**src/cbc_pkg.sv**
```systemverilog
// constants and types shared by the bus control and interrupt sequencer
// assumes a single 250 MHz system clock and a 16-bit address, 8-bit data bus
package cbc_pkg;

    // ****************************************************************
    // clock and phase timing
    // ****************************************************************
    localparam int unsigned CLK_MHZ      = 250;
    localparam int unsigned PH1_WIDTH_NS = 215;
    localparam int unsigned PH2_WIDTH_NS = 235;
    // least widths, so round up to whole cycles
    localparam int unsigned PH1_CYCLES   = (PH1_WIDTH_NS * CLK_MHZ + 999) / 1000;
    localparam int unsigned PH2_CYCLES   = (PH2_WIDTH_NS * CLK_MHZ + 999) / 1000;

    // ****************************************************************
    // start-up sequence
    // ****************************************************************
    localparam logic [2:0]  INIT_LAST    = 3'h5;   // six bus cycles, counted 0..5

    // ****************************************************************
    // vectors, stack and status layout
    // ****************************************************************
    localparam logic [15:0] VEC_NMI_LO   = 16'hFFFA;
    localparam logic [15:0] VEC_NMI_HI   = 16'hFFFB;
    localparam logic [15:0] VEC_RST_LO   = 16'hFFFC;
    localparam logic [15:0] VEC_RST_HI   = 16'hFFFD;
    localparam logic [15:0] VEC_IRQ_LO   = 16'hFFFE;
    localparam logic [15:0] VEC_IRQ_HI   = 16'hFFFF;
    localparam logic [7:0]  STACK_PAGE   = 8'h01;
    localparam logic [7:0]  SP_STEP1     = 8'h01;
    localparam logic [7:0]  SP_STEP2     = 8'h02;
    localparam logic [7:0]  SP_STEP3     = 8'h03;
    localparam int unsigned OVF_BIT      = 6;
    localparam int unsigned MASK_BIT     = 2;
    localparam logic [7:0]  STATUS_RST   = 8'h00;

    // ****************************************************************
    // types
    // ****************************************************************
    typedef enum logic {
        PH_ONE = 1'b0,
        PH_TWO = 1'b1
    } cbc_phase_t;

    typedef enum logic [3:0] {
        K_HOLD   = 4'b0000,
        K_INIT   = 4'b0001,
        K_IDLE   = 4'b0010,
        K_CORE   = 4'b0011,
        K_PUSH_H = 4'b0100,
        K_PUSH_L = 4'b0101,
        K_PUSH_P = 4'b0110,
        K_VEC_LO = 4'b0111,
        K_VEC_HI = 4'b1000
    } cbc_kind_t;

    typedef enum logic [1:0] {
        VS_RST = 2'b00,
        VS_NMI = 2'b01,
        VS_IRQ = 2'b10
    } cbc_vec_t;

endpackage

```
**src/cbc_ctrl.sv**
```systemverilog
// bus cycle sequencer: phases, halt, interrupt and start-up entry, bus drive
// assumes pins arrive asynchronously; core_* ports come from the same clock
// How it works
// - drive data only while bus_drive_enable high
// - read cycles never drive the data bus
// - halt on read holds address through phase two
// - halt ignored during write, taken next read
// - maskable request waits instruction end, mask clear
// - push pc and status, then set mask
// - maskable vector read from FFFE then FFFF
// - interrupts taken only while halt input high
// - unmaskable edge runs same sequence, ignores mask
// - unmaskable vector read from FFFA then FFFB
// - requests sampled phase two, start at phase one
// - overflow pin falling edge sets overflow bit
// - fetch marker high whole opcode fetch cycle
// - halt during fetch freezes until released
// - no writes while cold start held low
// - six init cycles, set mask, vector FFFC/FFFD
// - direction high for reads, low for writes
`timescale 1ns/1ps
`default_nettype none

module cbc_ctrl
    import cbc_pkg::*;
#(
    parameter int unsigned PH1_CYC = PH1_CYCLES,
    parameter int unsigned PH2_CYC = PH2_CYCLES
) (
    input  wire logic        clk_sys,
    input  wire logic        rst_n,
    input  wire logic        cold_start_n,
    input  wire logic        halt_request_in,
    input  wire logic        maskable_int_req_n,
    input  wire logic        unmaskable_int_req_n,
    input  wire logic        overflow_set_in,
    input  wire logic        bus_drive_enable,
    input  wire logic [7:0]  data_in,
    output logic      [7:0]  data_out,
    output logic             data_oe_n,
    output logic      [15:0] addr_out,
    output logic             transfer_direction,
    output logic             opcode_fetch_marker,
    output logic             phase1_out,
    output logic             phase2_out,
    input  wire logic        core_req_valid,
    output logic             core_req_ready,
    input  wire logic [15:0] core_addr,
    input  wire logic        core_write,
    input  wire logic [7:0]  core_wdata,
    input  wire logic        core_fetch,
    input  wire logic [15:0] core_pc,
    input  wire logic [7:0]  core_sp,
    input  wire logic        core_status_we,
    input  wire logic [7:0]  core_status_wdata,
    output logic             core_done,
    output logic      [7:0]  core_rdata,
    output logic             core_pc_load,
    output logic      [15:0] core_pc_new,
    output logic             core_sp_load,
    output logic      [7:0]  core_sp_new,
    output logic      [7:0]  status_out
);

    // refused at elaboration: the phase counter is eight bits wide
    if (PH1_CYC < 1 || PH1_CYC > 255 || PH2_CYC < 1 || PH2_CYC > 255) begin : g_bad_phase
        $error("phase lengths must lie in 1..255 cycles");
    end

    localparam logic [7:0] PH1_LAST = 8'(PH1_CYC - 1);
    localparam logic [7:0] PH2_LAST = 8'(PH2_CYC - 1);

    // ****************************************************************
    // pin synchronisers
    // ****************************************************************
    localparam int unsigned NPIN = 14;
    // idle pin levels in reset, so short phases see no false edge or request;
    // cold start rests low so the sequencer waits in its hold state; drive enable and data also rest low
    localparam logic [NPIN-1:0] PIN_IDLE = 14'h001E;
    logic [NPIN-1:0] pin_raw;
    logic [NPIN-1:0] pin_s1_q;
    logic [NPIN-1:0] pin_s2_q;
    logic            cold_s;
    logic            halt_s;
    logic            irq_s;
    logic            nmi_s;
    logic            so_s;
    logic            dbe_s;
    logic [7:0]      din_s;

    assign pin_raw = {data_in, bus_drive_enable, overflow_set_in, unmaskable_int_req_n,
                      maskable_int_req_n, halt_request_in, cold_start_n};

    always_ff @(posedge clk_sys or negedge rst_n) begin
        if (!rst_n) begin
            pin_s1_q <= PIN_IDLE;
            pin_s2_q <= PIN_IDLE;
        end else begin
            pin_s1_q <= pin_raw;
            pin_s2_q <= pin_s1_q;
        end
    end

    assign cold_s = pin_s2_q[0];
    assign halt_s = pin_s2_q[1];
    assign irq_s  = pin_s2_q[2];
    assign nmi_s  = pin_s2_q[3];
    assign so_s   = pin_s2_q[4];
    assign dbe_s  = pin_s2_q[5];
    assign din_s  = pin_s2_q[13:6];

    // ****************************************************************
    // phase generator
    // ****************************************************************
    cbc_phase_t ph_q;
    logic [7:0] cnt_q;
    logic       ph_end1;
    logic       ph_end2;
    logic       stall_q;
    logic       issue;

    assign ph_end1 = (ph_q == PH_ONE) && (cnt_q == PH1_LAST);
    assign ph_end2 = (ph_q == PH_TWO) && (cnt_q == PH2_LAST);
    assign issue   = ph_end2 && !stall_q;

    always_ff @(posedge clk_sys or negedge rst_n) begin
        if (!rst_n) begin
            ph_q  <= PH_ONE;
            cnt_q <= 8'h00;
        end else if (ph_end1) begin
            ph_q  <= PH_TWO;
            cnt_q <= 8'h00;
        end else if (ph_end2) begin
            ph_q  <= PH_ONE;
            cnt_q <= 8'h00;
        end else begin
            cnt_q <= cnt_q + 8'h01;
        end
    end

    assign phase1_out = (ph_q == PH_ONE);
    assign phase2_out = (ph_q == PH_TWO);

    // ****************************************************************
    // halt: decided at the end of phase one, the cycle then repeats
    // ****************************************************************
    cbc_kind_t   kind_q;
    logic        cur_wr_q;
    logic        cur_fetch_q;

    // halt is assumed steady through phase two, so one sample suffices
    always_ff @(posedge clk_sys or negedge rst_n) begin
        if (!rst_n) begin
            stall_q <= 1'b0;
        end else if (ph_end1) begin
            stall_q <= !halt_s && !cur_wr_q;
        end
    end

    // ****************************************************************
    // interrupt sampling
    // ****************************************************************
    logic irq_lvl_q;
    logic nmi_prev_q;
    logic nmi_pend_q;
    logic nmi_fall;
    logic so_prev_q;
    logic so_fall;
    logic int_take;

    assign nmi_fall = ph_end2 && nmi_prev_q && !nmi_s;
    assign so_fall  = ph_end1 && so_prev_q && !so_s;

    always_ff @(posedge clk_sys or negedge rst_n) begin
        if (!rst_n) begin
            irq_lvl_q  <= 1'b0;
            nmi_prev_q <= 1'b1;
        end else if (ph_end2) begin
            irq_lvl_q  <= !irq_s;
            nmi_prev_q <= nmi_s;
        end
    end

    // a new edge in the cycle of the take survives: set wins
    always_ff @(posedge clk_sys or negedge rst_n) begin
        if (!rst_n) begin
            nmi_pend_q <= 1'b0;
        end else if (nmi_fall) begin
            nmi_pend_q <= 1'b1;
        end else if (issue && int_take && nmi_pend_q) begin
            nmi_pend_q <= 1'b0;
        end
    end

    always_ff @(posedge clk_sys or negedge rst_n) begin
        if (!rst_n) begin
            so_prev_q <= 1'b1;
        end else if (ph_end1) begin
            so_prev_q <= so_s;
        end
    end

    // ****************************************************************
    // next bus cycle selection
    // ****************************************************************
    cbc_vec_t    vec_q;
    cbc_vec_t    nxt_vec;
    cbc_kind_t   nxt_kind;
    logic [15:0] nxt_addr;
    logic        nxt_wr;
    logic [7:0]  nxt_wdata;
    logic        nxt_fetch;
    logic        core_take;
    logic        int_want;
    logic [15:0] pc_snap_q;
    logic [7:0]  sp_snap_q;
    logic [7:0]  status_q;
    logic [2:0]  init_cnt_q;

    function automatic logic [15:0] vec_addr(input cbc_vec_t sel, input logic hi);
        logic [15:0] a;
        a = hi ? VEC_RST_HI : VEC_RST_LO;
        if (sel == VS_NMI) begin
            a = hi ? VEC_NMI_HI : VEC_NMI_LO;
        end else if (sel == VS_IRQ) begin
            a = hi ? VEC_IRQ_HI : VEC_IRQ_LO;
        end
        return a;
    endfunction

    function automatic logic [15:0] stack_addr(input logic [7:0] sp, input logic [7:0] off);
        logic [7:0] lo;
        lo = sp - off;
        return {STACK_PAGE, lo};
    endfunction

    // only at an opcode fetch has the previous instruction finished
    assign int_want = core_req_valid && core_fetch && halt_s &&
                      (nmi_pend_q || (irq_lvl_q && !status_q[MASK_BIT]));

    always_comb begin
        nxt_kind  = K_IDLE;
        nxt_vec   = vec_q;
        nxt_addr  = core_pc;
        nxt_wr    = 1'b0;
        nxt_wdata = 8'h00;
        nxt_fetch = 1'b0;
        int_take  = 1'b0;
        core_take = 1'b0;
        if (!cold_s) begin
            nxt_kind = K_HOLD;
        end else begin
            case (kind_q)
                K_HOLD: begin
                    nxt_kind = K_INIT;
                end
                K_INIT: begin
                    if (init_cnt_q == INIT_LAST) begin
                        nxt_kind = K_VEC_LO;
                        nxt_vec  = VS_RST;
                        nxt_addr = vec_addr(VS_RST, 1'b0);
                    end else begin
                        nxt_kind = K_INIT;
                    end
                end
                K_PUSH_H: begin
                    nxt_kind  = K_PUSH_L;
                    nxt_addr  = stack_addr(sp_snap_q, SP_STEP1);
                    nxt_wr    = 1'b1;
                    nxt_wdata = pc_snap_q[7:0];
                end
                K_PUSH_L: begin
                    nxt_kind  = K_PUSH_P;
                    nxt_addr  = stack_addr(sp_snap_q, SP_STEP2);
                    nxt_wr    = 1'b1;
                    nxt_wdata = status_q;
                end
                K_PUSH_P: begin
                    nxt_kind = K_VEC_LO;
                    nxt_addr = vec_addr(vec_q, 1'b0);
                end
                K_VEC_LO: begin
                    nxt_kind = K_VEC_HI;
                    nxt_addr = vec_addr(vec_q, 1'b1);
                end
                K_VEC_HI: begin
                    // one idle cycle lets the core take the new counter
                    nxt_kind = K_IDLE;
                end
                default: begin
                    if (int_want) begin
                        int_take  = 1'b1;
                        nxt_kind  = K_PUSH_H;
                        nxt_vec   = nmi_pend_q ? VS_NMI : VS_IRQ;
                        nxt_addr  = stack_addr(core_sp, 8'h00);
                        nxt_wr    = 1'b1;
                        nxt_wdata = core_pc[15:8];
                    end else if (core_req_valid) begin
                        core_take = 1'b1;
                        nxt_kind  = K_CORE;
                        nxt_addr  = core_addr;
                        nxt_wr    = core_write;
                        nxt_wdata = core_wdata;
                        nxt_fetch = core_fetch && !core_write;
                    end
                end
            endcase
        end
    end

    assign core_req_ready = issue && core_take;

    // ****************************************************************
    // current cycle registers, issued at the start of phase one
    // ****************************************************************
    always_ff @(posedge clk_sys or negedge rst_n) begin
        if (!rst_n) begin
            kind_q      <= K_HOLD;
            vec_q       <= VS_RST;
            addr_out    <= 16'h0000;
            cur_wr_q    <= 1'b0;
            data_out    <= 8'h00;
            cur_fetch_q <= 1'b0;
        end else if (issue) begin
            kind_q      <= nxt_kind;
            vec_q       <= nxt_vec;
            addr_out    <= nxt_addr;
            cur_wr_q    <= nxt_wr;
            data_out    <= nxt_wdata;
            cur_fetch_q <= nxt_fetch;
        end
    end

    always_ff @(posedge clk_sys or negedge rst_n) begin
        if (!rst_n) begin
            pc_snap_q <= 16'h0000;
            sp_snap_q <= 8'h00;
        end else if (issue && int_take) begin
            pc_snap_q <= core_pc;
            sp_snap_q <= core_sp;
        end
    end

    always_ff @(posedge clk_sys or negedge rst_n) begin
        if (!rst_n) begin
            init_cnt_q <= 3'h0;
        end else if (issue) begin
            init_cnt_q <= (kind_q == K_INIT) ? init_cnt_q + 3'h1 : 3'h0;
        end
    end

    // ****************************************************************
    // pins: direction, drive and fetch marker
    // ****************************************************************
    assign transfer_direction  = !(cur_wr_q && cold_s);
    assign data_oe_n           = !(cur_wr_q && cold_s && dbe_s);
    assign opcode_fetch_marker = cur_fetch_q;

    // ****************************************************************
    // status register: hardware sets win over a core write
    // ****************************************************************
    always_ff @(posedge clk_sys or negedge rst_n) begin
        if (!rst_n) begin
            status_q <= STATUS_RST;
        end else begin
            status_q <= core_status_we ? core_status_wdata : status_q;
            if (so_fall) begin
                status_q[OVF_BIT] <= 1'b1;
            end
            if (issue && nxt_kind == K_VEC_LO) begin
                status_q[MASK_BIT] <= 1'b1;
            end
        end
    end

    assign status_out = status_q;

    // ****************************************************************
    // completion towards the core
    // ****************************************************************
    logic [7:0] vec_lo_q;

    always_ff @(posedge clk_sys or negedge rst_n) begin
        if (!rst_n) begin
            vec_lo_q     <= 8'h00;
            core_done    <= 1'b0;
            core_rdata   <= 8'h00;
            core_pc_load <= 1'b0;
            core_pc_new  <= 16'h0000;
            core_sp_load <= 1'b0;
            core_sp_new  <= 8'h00;
        end else begin
            core_done    <= issue && kind_q == K_CORE;
            core_pc_load <= issue && kind_q == K_VEC_HI;
            core_sp_load <= issue && kind_q == K_VEC_HI && vec_q != VS_RST;
            if (issue && kind_q == K_CORE) begin
                core_rdata <= din_s;
            end
            if (issue && kind_q == K_VEC_LO) begin
                vec_lo_q <= din_s;
            end
            if (issue && kind_q == K_VEC_HI) begin
                core_pc_new <= {din_s, vec_lo_q};
                core_sp_new <= sp_snap_q - SP_STEP3;
            end
        end
    end
endmodule

`default_nettype wire

```
**config.mk**
```make
export PLATFORM = sky130hd
export DESIGN_NAME = cbc_ctrl
export DESIGN_NICKNAME = d
export VERILOG_FILES = /design/src/cbc_pkg.sv /design/src/cbc_ctrl.sv
export SDC_FILE = /design/constraint.sdc
export NUM_CORES = 1
export LEC_CHECK = 0
export ABC_CLOCK_PERIOD_IN_PS = 3200
export BUFFER_PORTS_ARGS = -buffer_cell sky130_fd_sc_hd__clkbuf_2
export CORE_MARGIN = 8
export CORE_UTILIZATION = 50
export DETAILED_ROUTE_END_ITERATION = 8
export PLACE_DENSITY = 0.74
export SLEW_MARGIN = 20
export SYNTH_ARGS = -nofsm -noshare
export SYNTH_HDL_FRONTEND = slang
export SYNTH_SLANG_ARGS = --single-unit
```
**constraint.sdc**
```tcl
create_clock -name clk_sys -period 3.2 [get_ports clk_sys]
set_clock_uncertainty 0.2 [all_clocks]
set_input_delay 0.16 -clock clk_sys [delete_from_list [all_inputs] [get_ports clk_sys]]
set_output_delay 0.16 -clock clk_sys [all_outputs]
set_load 0.005 [all_outputs]
```
==> results of run 1 <==
==> power by group through the flow <==
| stage | clock network [mW] | registers (mW) | logic (mW) |
|---|---|---|---|
| global route | 2.26 | 1.88 | 0.289 |
| global placement | 0 | 1.91 | 0.193 |
| finish | 2.16 | 1.88 | 0.265 |
| detailed placement | 0 | 1.91 | 0.197 |
| CTS | 2.18 | 1.88 | 0.263 |
| floorplan | 0 | 1.90 | 0.0648 |
==> tightest hold or removal path, cell delays in order <==
cell and delay, ns:
clkbuf_2 0.11, mux2i_1 0.13, o22a_1 0.14, o21ai_0 0.06
==> cells by family (layout without fill, tap and decap cells) <==
kind of cell | Yosys count | in the layout | synth area share (%)
buffers and inverters | 53 | 278 | 3.291
xor gates and xnor gates | 15 | 15 | 1.920
DFF | 144 | 144 | 52.84
muxes | 63 | 63 | 10.44
other | 0 | 1 | 0
adders and majority gates | 12 | 12 | 2.194
AOI/OAI and AO/OA | 137 | 137 | 13.24
and+or+nand+nor | 228 | 228 | 16.07
==> final cells by class <==
type / count / area share [%]
clock inverters: 13 / 2.203
repair buffers: 228 / 16.89
clock buffers: 19 / 4.873
well taps: 176 / 2.423
diodes: 1 / 0.02753
multi-input cells: 455 / 33.05
inverters: 18 / 0.7434
flip-flops and latches: 144 / 39.79
==> per-stage QoR <==
step	cells	area, um^2	util (%)	setup slack, ns
after global routing	1054	9089	68.36	0.1069
after global placement	955	7772	58.46	0.6850
after detailed placement	955	7772	58.46	0.6056
final	1054	9089	68.36	0.2595
after floorplan	652	6843	-	0.9118
after CTS	1053	9086	68.34	0.3249
==> layer usage <==
metal	share of wire, %	vias to the layer above	GRT usage (%)
met5	0	-	0
met1	40	2912	28.50
met3	8.0	44	7.154
met4	2.6	0	9.779
met2	49	284	38.28
li1	-	2731	-
==> worst max path at each step <==
stage | end | slack (ns) | cells past startpoint
CTS | addr_out[14] | 0.32 | 5
floorplan | pc_snap_q[0] | 0.91 | 6
detailed placement | sp_snap_q[3] | 0.61 | 4
global placement | pc_snap_q[3] | 0.68 | 6
finish | addr_out[9] | 0.26 | 5
global route | addr_out[9] | 0.11 | 5
==> synth_stat cells (4+ instances only) <==
cell type / instances
a2111oi_0: 4
a211oi_1: 6
a21boi_0: 4
a21o_1: 10
a21oi_1: 25
a31oi_1: 6
and2_1: 10
clkbuf_1: 28
dfrtp_1: 134
dfstp_2: 10
ha_1: 12
inv_1: 18
mux2_2: 35
mux2_4: 8
mux2i_1: 20
nand2_1: 102
nand2b_1: 6
nand3_1: 17
nand4_1: 11
nor2_1: 43
nor3_1: 9
o21ai_0: 42
o22a_1: 9
or3_1: 5
xnor2_1: 9
xor2_1: 6
==> registers in the layout, indices dropped and copies added (netlist names), 14 cells and up <==
register / cells
core_pc_new: 16
pin_s1_q: 14
addr_out: 16
pin_s2_q: 14
==> what timing repair did <==
| item | in CTS | in global routing |
|---|---|---|
| gates resized for setup | 0 | 0 |
| endpoints found under the hold margin | 189 | 0 |
| hold buffers | 66 | 0 |
==> report_table.html, run 1 <==
<table>
<tr><th>Metric</th><th>Value</th></tr>
<tr><th colspan="2">Run status</th></tr>
<tr><td>Result of the run</td><td>complete, no violations</td></tr>
<tr><th colspan="2">Clock network</th></tr>
<tr><td>Clock Tree Buf Depth</td><td>2</td></tr>
<tr><td>Clock network latency to the later pin of the worst-skew pair</td><td>0.43 ns</td></tr>
<tr><td>TritonCTS Buffers</td><td>17</td></tr>
<tr><td>Clk slew on worst S/H paths</td><td>0.06 ns</td></tr>
<tr><td>Clock tree from TritonCTS</td><td>built</td></tr>
<tr><td>Root buffer cell</td><td>clkbuf_16</td></tr>
<tr><td>CTS H-tree lvls</td><td>4</td></tr>
<tr><td>Number of post-CTS setup repair buffers</td><td>0</td></tr>
<tr><td>Sink Count</td><td>144</td></tr>
<tr><th colspan="2">Finish</th></tr>
<tr><td>Area of the multi-input gates</td><td>3004 um^2</td></tr>
<tr><td>Most common cell after layout, fill and taps aside</td><td>clkbuf_2</td></tr>
<tr><td>Number of fillers in the final layout</td><td>1000</td></tr>
<tr><td>Most frequent cells in the layout</td><td>clkbuf_2 (147), dfrtp_1 (134), nand2_1 (102), dlygate4sd3_1 (65)</td></tr>
<tr><td>Area delta synth-&gt;final</td><td>32.82%</td></tr>
<tr><td>Sequential standard cell area</td><td>3616 um^2</td></tr>
<tr><td>Share of post-route cells with drive strength above 1</td><td>29.76%</td></tr>
<tr><td>Final Net Count</td><td>952</td></tr>
<tr><th colspan="2">Setup path</th></tr>
<tr><td>Crit path kind</td><td>flop to flop</td></tr>
<tr><td>Crit path max-delay cell type</td><td>dfrtp_1</td></tr>
<tr><td>Reg2Reg Depth</td><td>5</td></tr>
<tr><td>Buf+Inv Stages, Crit Path</td><td>1</td></tr>
<tr><td>Largest fanout of any net on the critical path</td><td>22</td></tr>
<tr><td>Worst path cell trace</td><td>and4b_1, and2_1, a211oi_2, a31oi_1, dlygate4sd3_1</td></tr>
<tr><td>Beginning of the critical path</td><td>kind_q[1]</td></tr>
<tr><td>Crit end category</td><td>flop</td></tr>
<tr><td>Max stage delay on crit path</td><td>0.80 ns</td></tr>
<tr><td>Worst path required time</td><td>3.31 ns</td></tr>
<tr><td>Critical path data arrival time</td><td>3.05 ns</td></tr>
<tr><td>Launching element type of the critical path</td><td>flop</td></tr>
<tr><td>Worst reg2reg endpoint</td><td>addr_out[9]</td></tr>
<tr><td>R2R setup slack</td><td>0.26 ns</td></tr>
<tr><td>Family of cells with the greatest summed delay on the critical path</td><td>flip-flops</td></tr>
<tr><td>Reg-to-reg startpoint</td><td>kind_q[1]</td></tr>
<tr><th colspan="2">Floorplan</th></tr>
<tr><td>Core outline area</td><td>13300 um^2</td></tr>
<tr><td>Initial core utilization</td><td>51.47%</td></tr>
<tr><td>Width of the die</td><td>133.0 um</td></tr>
<tr><td>IO Pins</td><td>149</td></tr>
<tr><td>Overall die area</td><td>17690 um^2</td></tr>
<tr><td>Die Span Y</td><td>133.0 um</td></tr>
<tr><td>Number of rows in the core area</td><td>42</td></tr>
<tr><th colspan="2">Routing</th></tr>
<tr><td>DRC violation count after routing</td><td>0</td></tr>
<tr><td>Length of the first detailed-routing pass in iterations</td><td>5</td></tr>
<tr><td>DR vias</td><td>5971</td></tr>
<tr><td>Final routed wirelength across all metal layers</td><td>20.42 mm</td></tr>
<tr><td>Remaining number of nets flagged by the antenna check after routing</td><td>0</td></tr>
<tr><td>Number of DRC violations after detailed-routing iteration 0</td><td>462</td></tr>
<tr><td>Routed via count divided by cell count</td><td>5.665</td></tr>
<tr><td>Post-detailed-route wirelength per cell</td><td>19.37 um</td></tr>
<tr><th colspan="2">Power</th></tr>
<tr><td>Fraction of power spent switching nets</td><td>22.52%</td></tr>
<tr><td>Worst supply voltage drop on vdd</td><td>0.0005612 V</td></tr>
<tr><td>Share of power burned in the clock network</td><td>50.2%</td></tr>
<tr><td>Register share of total power</td><td>43.6%</td></tr>
<tr><td>Post-layout total power</td><td>4.301 mW</td></tr>
<tr><td>P_int</td><td>3.332 mW</td></tr>
<tr><td>Power spent charging and discharging nets</td><td>0.9686 mW</td></tr>
<tr><td>Part of the power in combinational logic</td><td>6.2%</td></tr>
<tr><td>Leakage</td><td>4.405 nW</td></tr>
<tr><td>Pwr/cell area</td><td>473.2 nW/um^2</td></tr>
<tr><th colspan="2">STA</th></tr>
<tr><td>Share of the clock period used by the worst path</td><td>91.89%</td></tr>
<tr><td>Total count of max-transition violations in the final report</td><td>0</td></tr>
<tr><td>Final setup violating endpoints</td><td>0</td></tr>
<tr><td>Worst slack on hold paths</td><td>0.01465 ns</td></tr>
<tr><td>Max_slew headroom</td><td>33.77%</td></tr>
<tr><td>Count of final hold-check violations</td><td>0</td></tr>
<tr><td>Final total negative setup slack</td><td>0 ns</td></tr>
<tr><td>Highest Clock Rate</td><td>340.1 MHz</td></tr>
<tr><td>Tmin final</td><td>2.941 ns</td></tr>
<tr><td>Worst-Margin Slew</td><td>0.9934 ns</td></tr>
<tr><td>Setup repair after global routing missed its margin</td><td>false</td></tr>
<tr><th colspan="2">Synthesis</th></tr>
<tr><td>Share of flip-flops with an asynchronous set or reset</td><td>100.0%</td></tr>
<tr><td>Count of synthesis-stage warnings from yosys</td><td>0</td></tr>
<tr><td>Net count of the mapped netlist</td><td>740</td></tr>
<tr><td>Number of cells produced by synthesis</td><td>652</td></tr>
<tr><td>Total of flip-flops plus latches after synthesis</td><td>144</td></tr>
<tr><td>Post-Synthesis Mean Instance Area</td><td>10.50 um^2</td></tr>
<tr><td>Area of the mapped netlist</td><td>6843 um^2</td></tr>
<tr><td>Top-area cell type share of the netlist area</td><td>49.00%</td></tr>
<tr><td>Cell type with the highest aggregate area in the netlist</td><td>dfrtp_1</td></tr>
<tr><td>Sequential fraction of the synthesis area</td><td>52.84%</td></tr>
<tr><td>Number of different library cells in the post-synthesis netlist</td><td>61</td></tr>
<tr><td>Number of synthesized flops with an enable pin</td><td>0</td></tr>
<tr><td>Largest cells by area after synthesis</td><td>dfrtp_1 (49%), mux2_2 (5.8%), nand2_1 (5.6%), dfstp_2 (3.8%), o21ai_0 (3.1%)</td></tr>
<tr><td>Prevailing post-synth register cell</td><td>dfrtp_1</td></tr>
<tr><th colspan="2">Min path</th></tr>
<tr><td>Worst hold path type</td><td>primary input to flop</td></tr>
<tr><td>Instance count along the most critical hold path</td><td>4</td></tr>
<tr><td>Sink of the worst hold path</td><td>data_out[7]</td></tr>
<tr><td>Hold Path Origin</td><td>core_pc[15]</td></tr>
<tr><th colspan="2">GRT</th></tr>
<tr><td>Overall routing resource usage</td><td>23.55%</td></tr>
<tr><td>Final global-route overflow total</td><td>0</td></tr>
<tr><td>Number of global-route vias before repair</td><td>6217</td></tr>
<tr><td>Maximum number of pins on one net before global-route repair</td><td>72</td></tr>
<tr><td>Global-route wire length before repair</td><td>32.91 mm</td></tr>
<tr><td>Antenna violations before repair</td><td>1</td></tr>
<tr><th colspan="2">Place</th></tr>
<tr><td>Port bufs</td><td>148</td></tr>
<tr><td>Placer's final routability congestion estimate</td><td>0.8930</td></tr>
<tr><td>Sum of net half-perimeters after detailed placement</td><td>14.36 mm</td></tr>
<tr><th colspan="2">Run</th></tr>
<tr><td>Max-capacitance violation count</td><td>0</td></tr>
</table>
No activity file was read; power rests on OpenSTA's default activity.
==> run 2: changes to the inputs <==
--- a/config.mk
+++ b/config.mk
@@ -11,6 +11,7 @@
 export CORE_UTILIZATION = 50
 export DETAILED_ROUTE_END_ITERATION = 8
 export PLACE_DENSITY = 0.74
+export RECOVER_POWER = 25
 export SLEW_MARGIN = 20
 export SYNTH_ARGS = -nofsm -noshare
 export SYNTH_HDL_FRONTEND = slang
==> run 2 against run 1 <==
Via count is 0.57% higher. Core utilization is 0.29 points lower. Hold slack worse by 0.0034 ns. Clock power hardly changed. The flow now finishes with violations (max-capacitance violations, max-slew violations). Register-to-register slack hardly changed. Maximum frequency is 0.16% lower.
==> report_table.html, run 2 (synthesis results as in run 1) <==
<table>
<tr><th>Metric</th><th>Value</th></tr>
<tr><th colspan="2">Place</th></tr>
<tr><td>Sum of net half-perimeters after detailed placement</td><td>14.36 mm (unchanged)</td></tr>
<tr><td>Placer's final routability congestion estimate</td><td>0.8930 (unchanged)</td></tr>
<tr><td>Cell area after placement</td><td>7772 um^2 (unchanged)</td></tr>
<tr><td>Number of cells after detailed placement</td><td>955 (unchanged)</td></tr>
<tr><td>Port bufs</td><td>148 (unchanged)</td></tr>
<tr><th colspan="2">Floorplan</th></tr>
<tr><td>Width of the die</td><td>133.0 um (unchanged)</td></tr>
<tr><td>Die Span Y</td><td>133.0 um (unchanged)</td></tr>
<tr><td>Overall die area</td><td>17690 um^2 (unchanged)</td></tr>
<tr><td>Core outline area</td><td>13300 um^2 (unchanged)</td></tr>
<tr><td>Number of rows in the core area</td><td>42 (unchanged)</td></tr>
<tr><td>IO Pins</td><td>149 (unchanged)</td></tr>
<tr><td>Initial core utilization</td><td>51.47% (unchanged)</td></tr>
<tr><th colspan="2">STA</th></tr>
<tr><td>Tmin final</td><td>2.945 ns (was 2.941 ns)</td></tr>
<tr><td>Share of the clock period used by the worst path</td><td>92.04% (was 91.89%)</td></tr>
<tr><td>Max_slew headroom</td><td>-20.19% (was 33.77%)</td></tr>
<tr><td>Setup repair after global routing missed its margin</td><td>false (unchanged)</td></tr>
<tr><td>Total count of max-transition violations in the final report</td><td>72 (was 0)</td></tr>
<tr><td>Highest Clock Rate</td><td>339.5 MHz (was 340.1 MHz)</td></tr>
<tr><td>Count of final hold-check violations</td><td>0 (unchanged)</td></tr>
<tr><td>Final total negative setup slack</td><td>0 ns (unchanged)</td></tr>
<tr><td>Worst-Margin Slew</td><td>1.803 ns (was 0.9934 ns)</td></tr>
<tr><td>Final setup violating endpoints</td><td>0 (unchanged)</td></tr>
<tr><th colspan="2">Clock network</th></tr>
<tr><td>TritonCTS Buffers</td><td>17 (unchanged)</td></tr>
<tr><td>Clock network latency to the later pin of the worst-skew pair</td><td>0.43 ns (about the same)</td></tr>
<tr><td>CTS H-tree lvls</td><td>4 (unchanged)</td></tr>
<tr><td>Sink Count</td><td>144 (unchanged)</td></tr>
<tr><td>Root buffer cell</td><td>clkbuf_16 (unchanged)</td></tr>
<tr><td>Clk slew on worst S/H paths</td><td>0.07 ns (was 0.06 ns)</td></tr>
<tr><td>Clock tree from TritonCTS</td><td>built (unchanged)</td></tr>
<tr><td>Clock Tree Buf Depth</td><td>2 (unchanged)</td></tr>
<tr><td>Number of post-CTS setup repair buffers</td><td>0 (unchanged)</td></tr>
<tr><th colspan="2">Setup path</th></tr>
<tr><td>Reg-to-reg startpoint</td><td>kind_q[1] (unchanged)</td></tr>
<tr><td>Beginning of the critical path</td><td>kind_q[1] (unchanged)</td></tr>
<tr><td>Largest fanout of any net on the critical path</td><td>22 (unchanged)</td></tr>
<tr><td>Worst path required time</td><td>3.30 ns (was 3.31 ns)</td></tr>
<tr><td>Launching element type of the critical path</td><td>flop (unchanged)</td></tr>
<tr><td>Worst reg2reg endpoint</td><td>addr_out[9] (unchanged)</td></tr>
<tr><td>Reg2Reg Depth</td><td>5 (unchanged)</td></tr>
<tr><td>Crit path kind</td><td>flop to flop (unchanged)</td></tr>
<tr><td>Crit end category</td><td>flop (unchanged)</td></tr>
<tr><td>Critical path data arrival time</td><td>3.05 ns (about the same)</td></tr>
<tr><td>R2R setup slack</td><td>0.25 ns (was 0.26 ns)</td></tr>
<tr><td>Critical Path Sink</td><td>addr_out[9] (unchanged)</td></tr>
<tr><th colspan="2">Routing</th></tr>
<tr><td>DR vias</td><td>6005 (was 5971)</td></tr>
<tr><td>Final routed wirelength across all metal layers</td><td>20.46 mm (was 20.42 mm)</td></tr>
<tr><td>Length of the first detailed-routing pass in iterations</td><td>5 (unchanged)</td></tr>
<tr><td>Number of DRC violations after detailed-routing iteration 0</td><td>476 (was 462)</td></tr>
<tr><td>Post-detailed-route wirelength per cell</td><td>19.41 um (was 19.37 um)</td></tr>
<tr><td>Remaining number of nets flagged by the antenna check after routing</td><td>0 (unchanged)</td></tr>
<tr><td>DRC violation count after routing</td><td>0 (unchanged)</td></tr>
<tr><td>Routed via count divided by cell count</td><td>5.697 (was 5.665)</td></tr>
<tr><th colspan="2">Power</th></tr>
<tr><td>Post-layout total power</td><td>4.298 mW (was 4.301 mW)</td></tr>
<tr><td>Pwr/cell area</td><td>474.9 nW/um^2 (was 473.2 nW/um^2)</td></tr>
<tr><td>Leakage</td><td>4.387 nW (was 4.405 nW)</td></tr>
<tr><td>Worst supply voltage drop on vdd</td><td>0.0005613 V (was 0.0005612 V)</td></tr>
<tr><th colspan="2">GRT</th></tr>
<tr><td>Final global-route overflow total</td><td>0 (unchanged)</td></tr>
<tr><td>Antenna violations before repair</td><td>1 (unchanged)</td></tr>
<tr><td>Overall routing resource usage</td><td>23.55% (unchanged)</td></tr>
<tr><td>Maximum number of pins on one net before global-route repair</td><td>72 (unchanged)</td></tr>
<tr><td>Number of global-route vias before repair</td><td>6217 (unchanged)</td></tr>
<tr><td>Global-route wire length before repair</td><td>32.91 mm (unchanged)</td></tr>
<tr><th colspan="2">Finish</th></tr>
<tr><td>Area of the multi-input gates</td><td>3004 um^2 (unchanged)</td></tr>
<tr><td>Post-route cell area</td><td>9050 um^2 (was 9089 um^2)</td></tr>
<tr><td>Largest regs</td><td>addr_out (16), core_pc_new (16) (unchanged)</td></tr>
<tr><td>Final Net Count</td><td>952 (unchanged)</td></tr>
<tr><td>Sequential standard cell area</td><td>3616 um^2 (unchanged)</td></tr>
<tr><td>Share of post-route cells with drive strength above 1</td><td>29.53% (was 29.76%)</td></tr>
<tr><td>Util after Layout</td><td>68.07% (was 68.36%)</td></tr>
<tr><td>Number of fillers in the final layout</td><td>1004 (was 1000)</td></tr>
<tr><td>Most frequent cells in the layout</td><td>clkbuf_2 (148), dfrtp_1 (134), nand2_1 (102), dlygate4sd3_1 (65) (was clkbuf_2 (147), dfrtp_1 (134), nand2_1 (102), dlygate4sd3_1 (65))</td></tr>
<tr><td>Most common cell after layout, fill and taps aside</td><td>clkbuf_2 (unchanged)</td></tr>
<tr><td>Area delta synth-&gt;final</td><td>32.25% (was 32.82%)</td></tr>
<tr><td>Non-Filler Instances</td><td>1054 (unchanged)</td></tr>
<tr><th colspan="2">Run status</th></tr>
<tr><td>Violated checks</td><td>max-capacitance violations, max-slew violations</td></tr>
<tr><td>Result of the run</td><td>finished, violations left (was complete, no violations)</td></tr>
<tr><th colspan="2">Run</th></tr>
<tr><td>Max-capacitance violation count</td><td>2 (was 0)</td></tr>
<tr><th colspan="2">Min path</th></tr>
<tr><td>Worst hold path type</td><td>primary input to flop (unchanged)</td></tr>
</table>
## run 2: cell types whose count changed in the layout (fill, tap and decap cells not counted)
cell and change:
buf_12 -2, buf_6 -1, clkbuf_1 +2, clkbuf_2 +1
## run 2: power breakdown
group          internal (mW)  switching [mW]  total (mW)
logic                  0.127           0.132       0.259
clock network           1.35           0.815        2.16
registers               1.85          0.0231        1.88
## run 2: area by class of cell
cell class              count  share of cell area [%]
repair buffers            228                   16.54
flip-flops and latches    144                   39.96
diodes                      1                 0.02765
well taps                 176                   2.433
clock inverters            13                   2.212
clock buffers              19                   4.894
multi-input cells         455                   33.20
inverters                  18                  0.7466
## run 2: worst min path at each step
stage	start	to	slack (ns)	depth (start not counted)
floorplan	rst_n	addr_out[0]	-0.34	0
global placement	rst_n	core_pc_new[8]	-0.15	1
detailed placement	rst_n	core_pc_new[8]	-0.15	1
CTS	core_pc[15]	data_out[7]	0.001	4
global route	core_pc[15]	data_out[7]	0.02	4
finish	core_pc[15]	data_out[7]	0.01	4
## run 2: worst max-delay path, stage by stage (launching register included)
cell,delay (ns)
dfrtp_1,0.80
and4b_1,0.32
and2_1,0.20
a211oi_2,0.53
a31oi_1,0.16
dlygate4sd3_1,0.60
## run 2: per-layer routing
layer / global-route usage (%) / vias to the layer above / part of all wire, %
met1: 28.50 / 2950 / 39
met2: 38.28 / 286 / 50
met4: 9.779 / 0 / 2.6
met5: 0 / - / 0
met3: 7.154 / 41 / 8.5
li1: - / 2728 / -
## run 2: timing repair
item | 4_1_cts | 5_1_grt
resized for setup | 0 | 0
hold buffers | 66 | 0
hold endpoints to repair | 189 | 0
## run 2: metrics by stage
step / setup WS [ns] / hold WS (ns)
CTS: 0.3249 / 0.001085
detailed placement: 0.6056 / -0.1467
global route: 0.1069 / 0.02160
floorplan: 0.9118 / -0.3356
global placement: 0.6850 / -0.1524
finish: 0.2548 / 0.01125
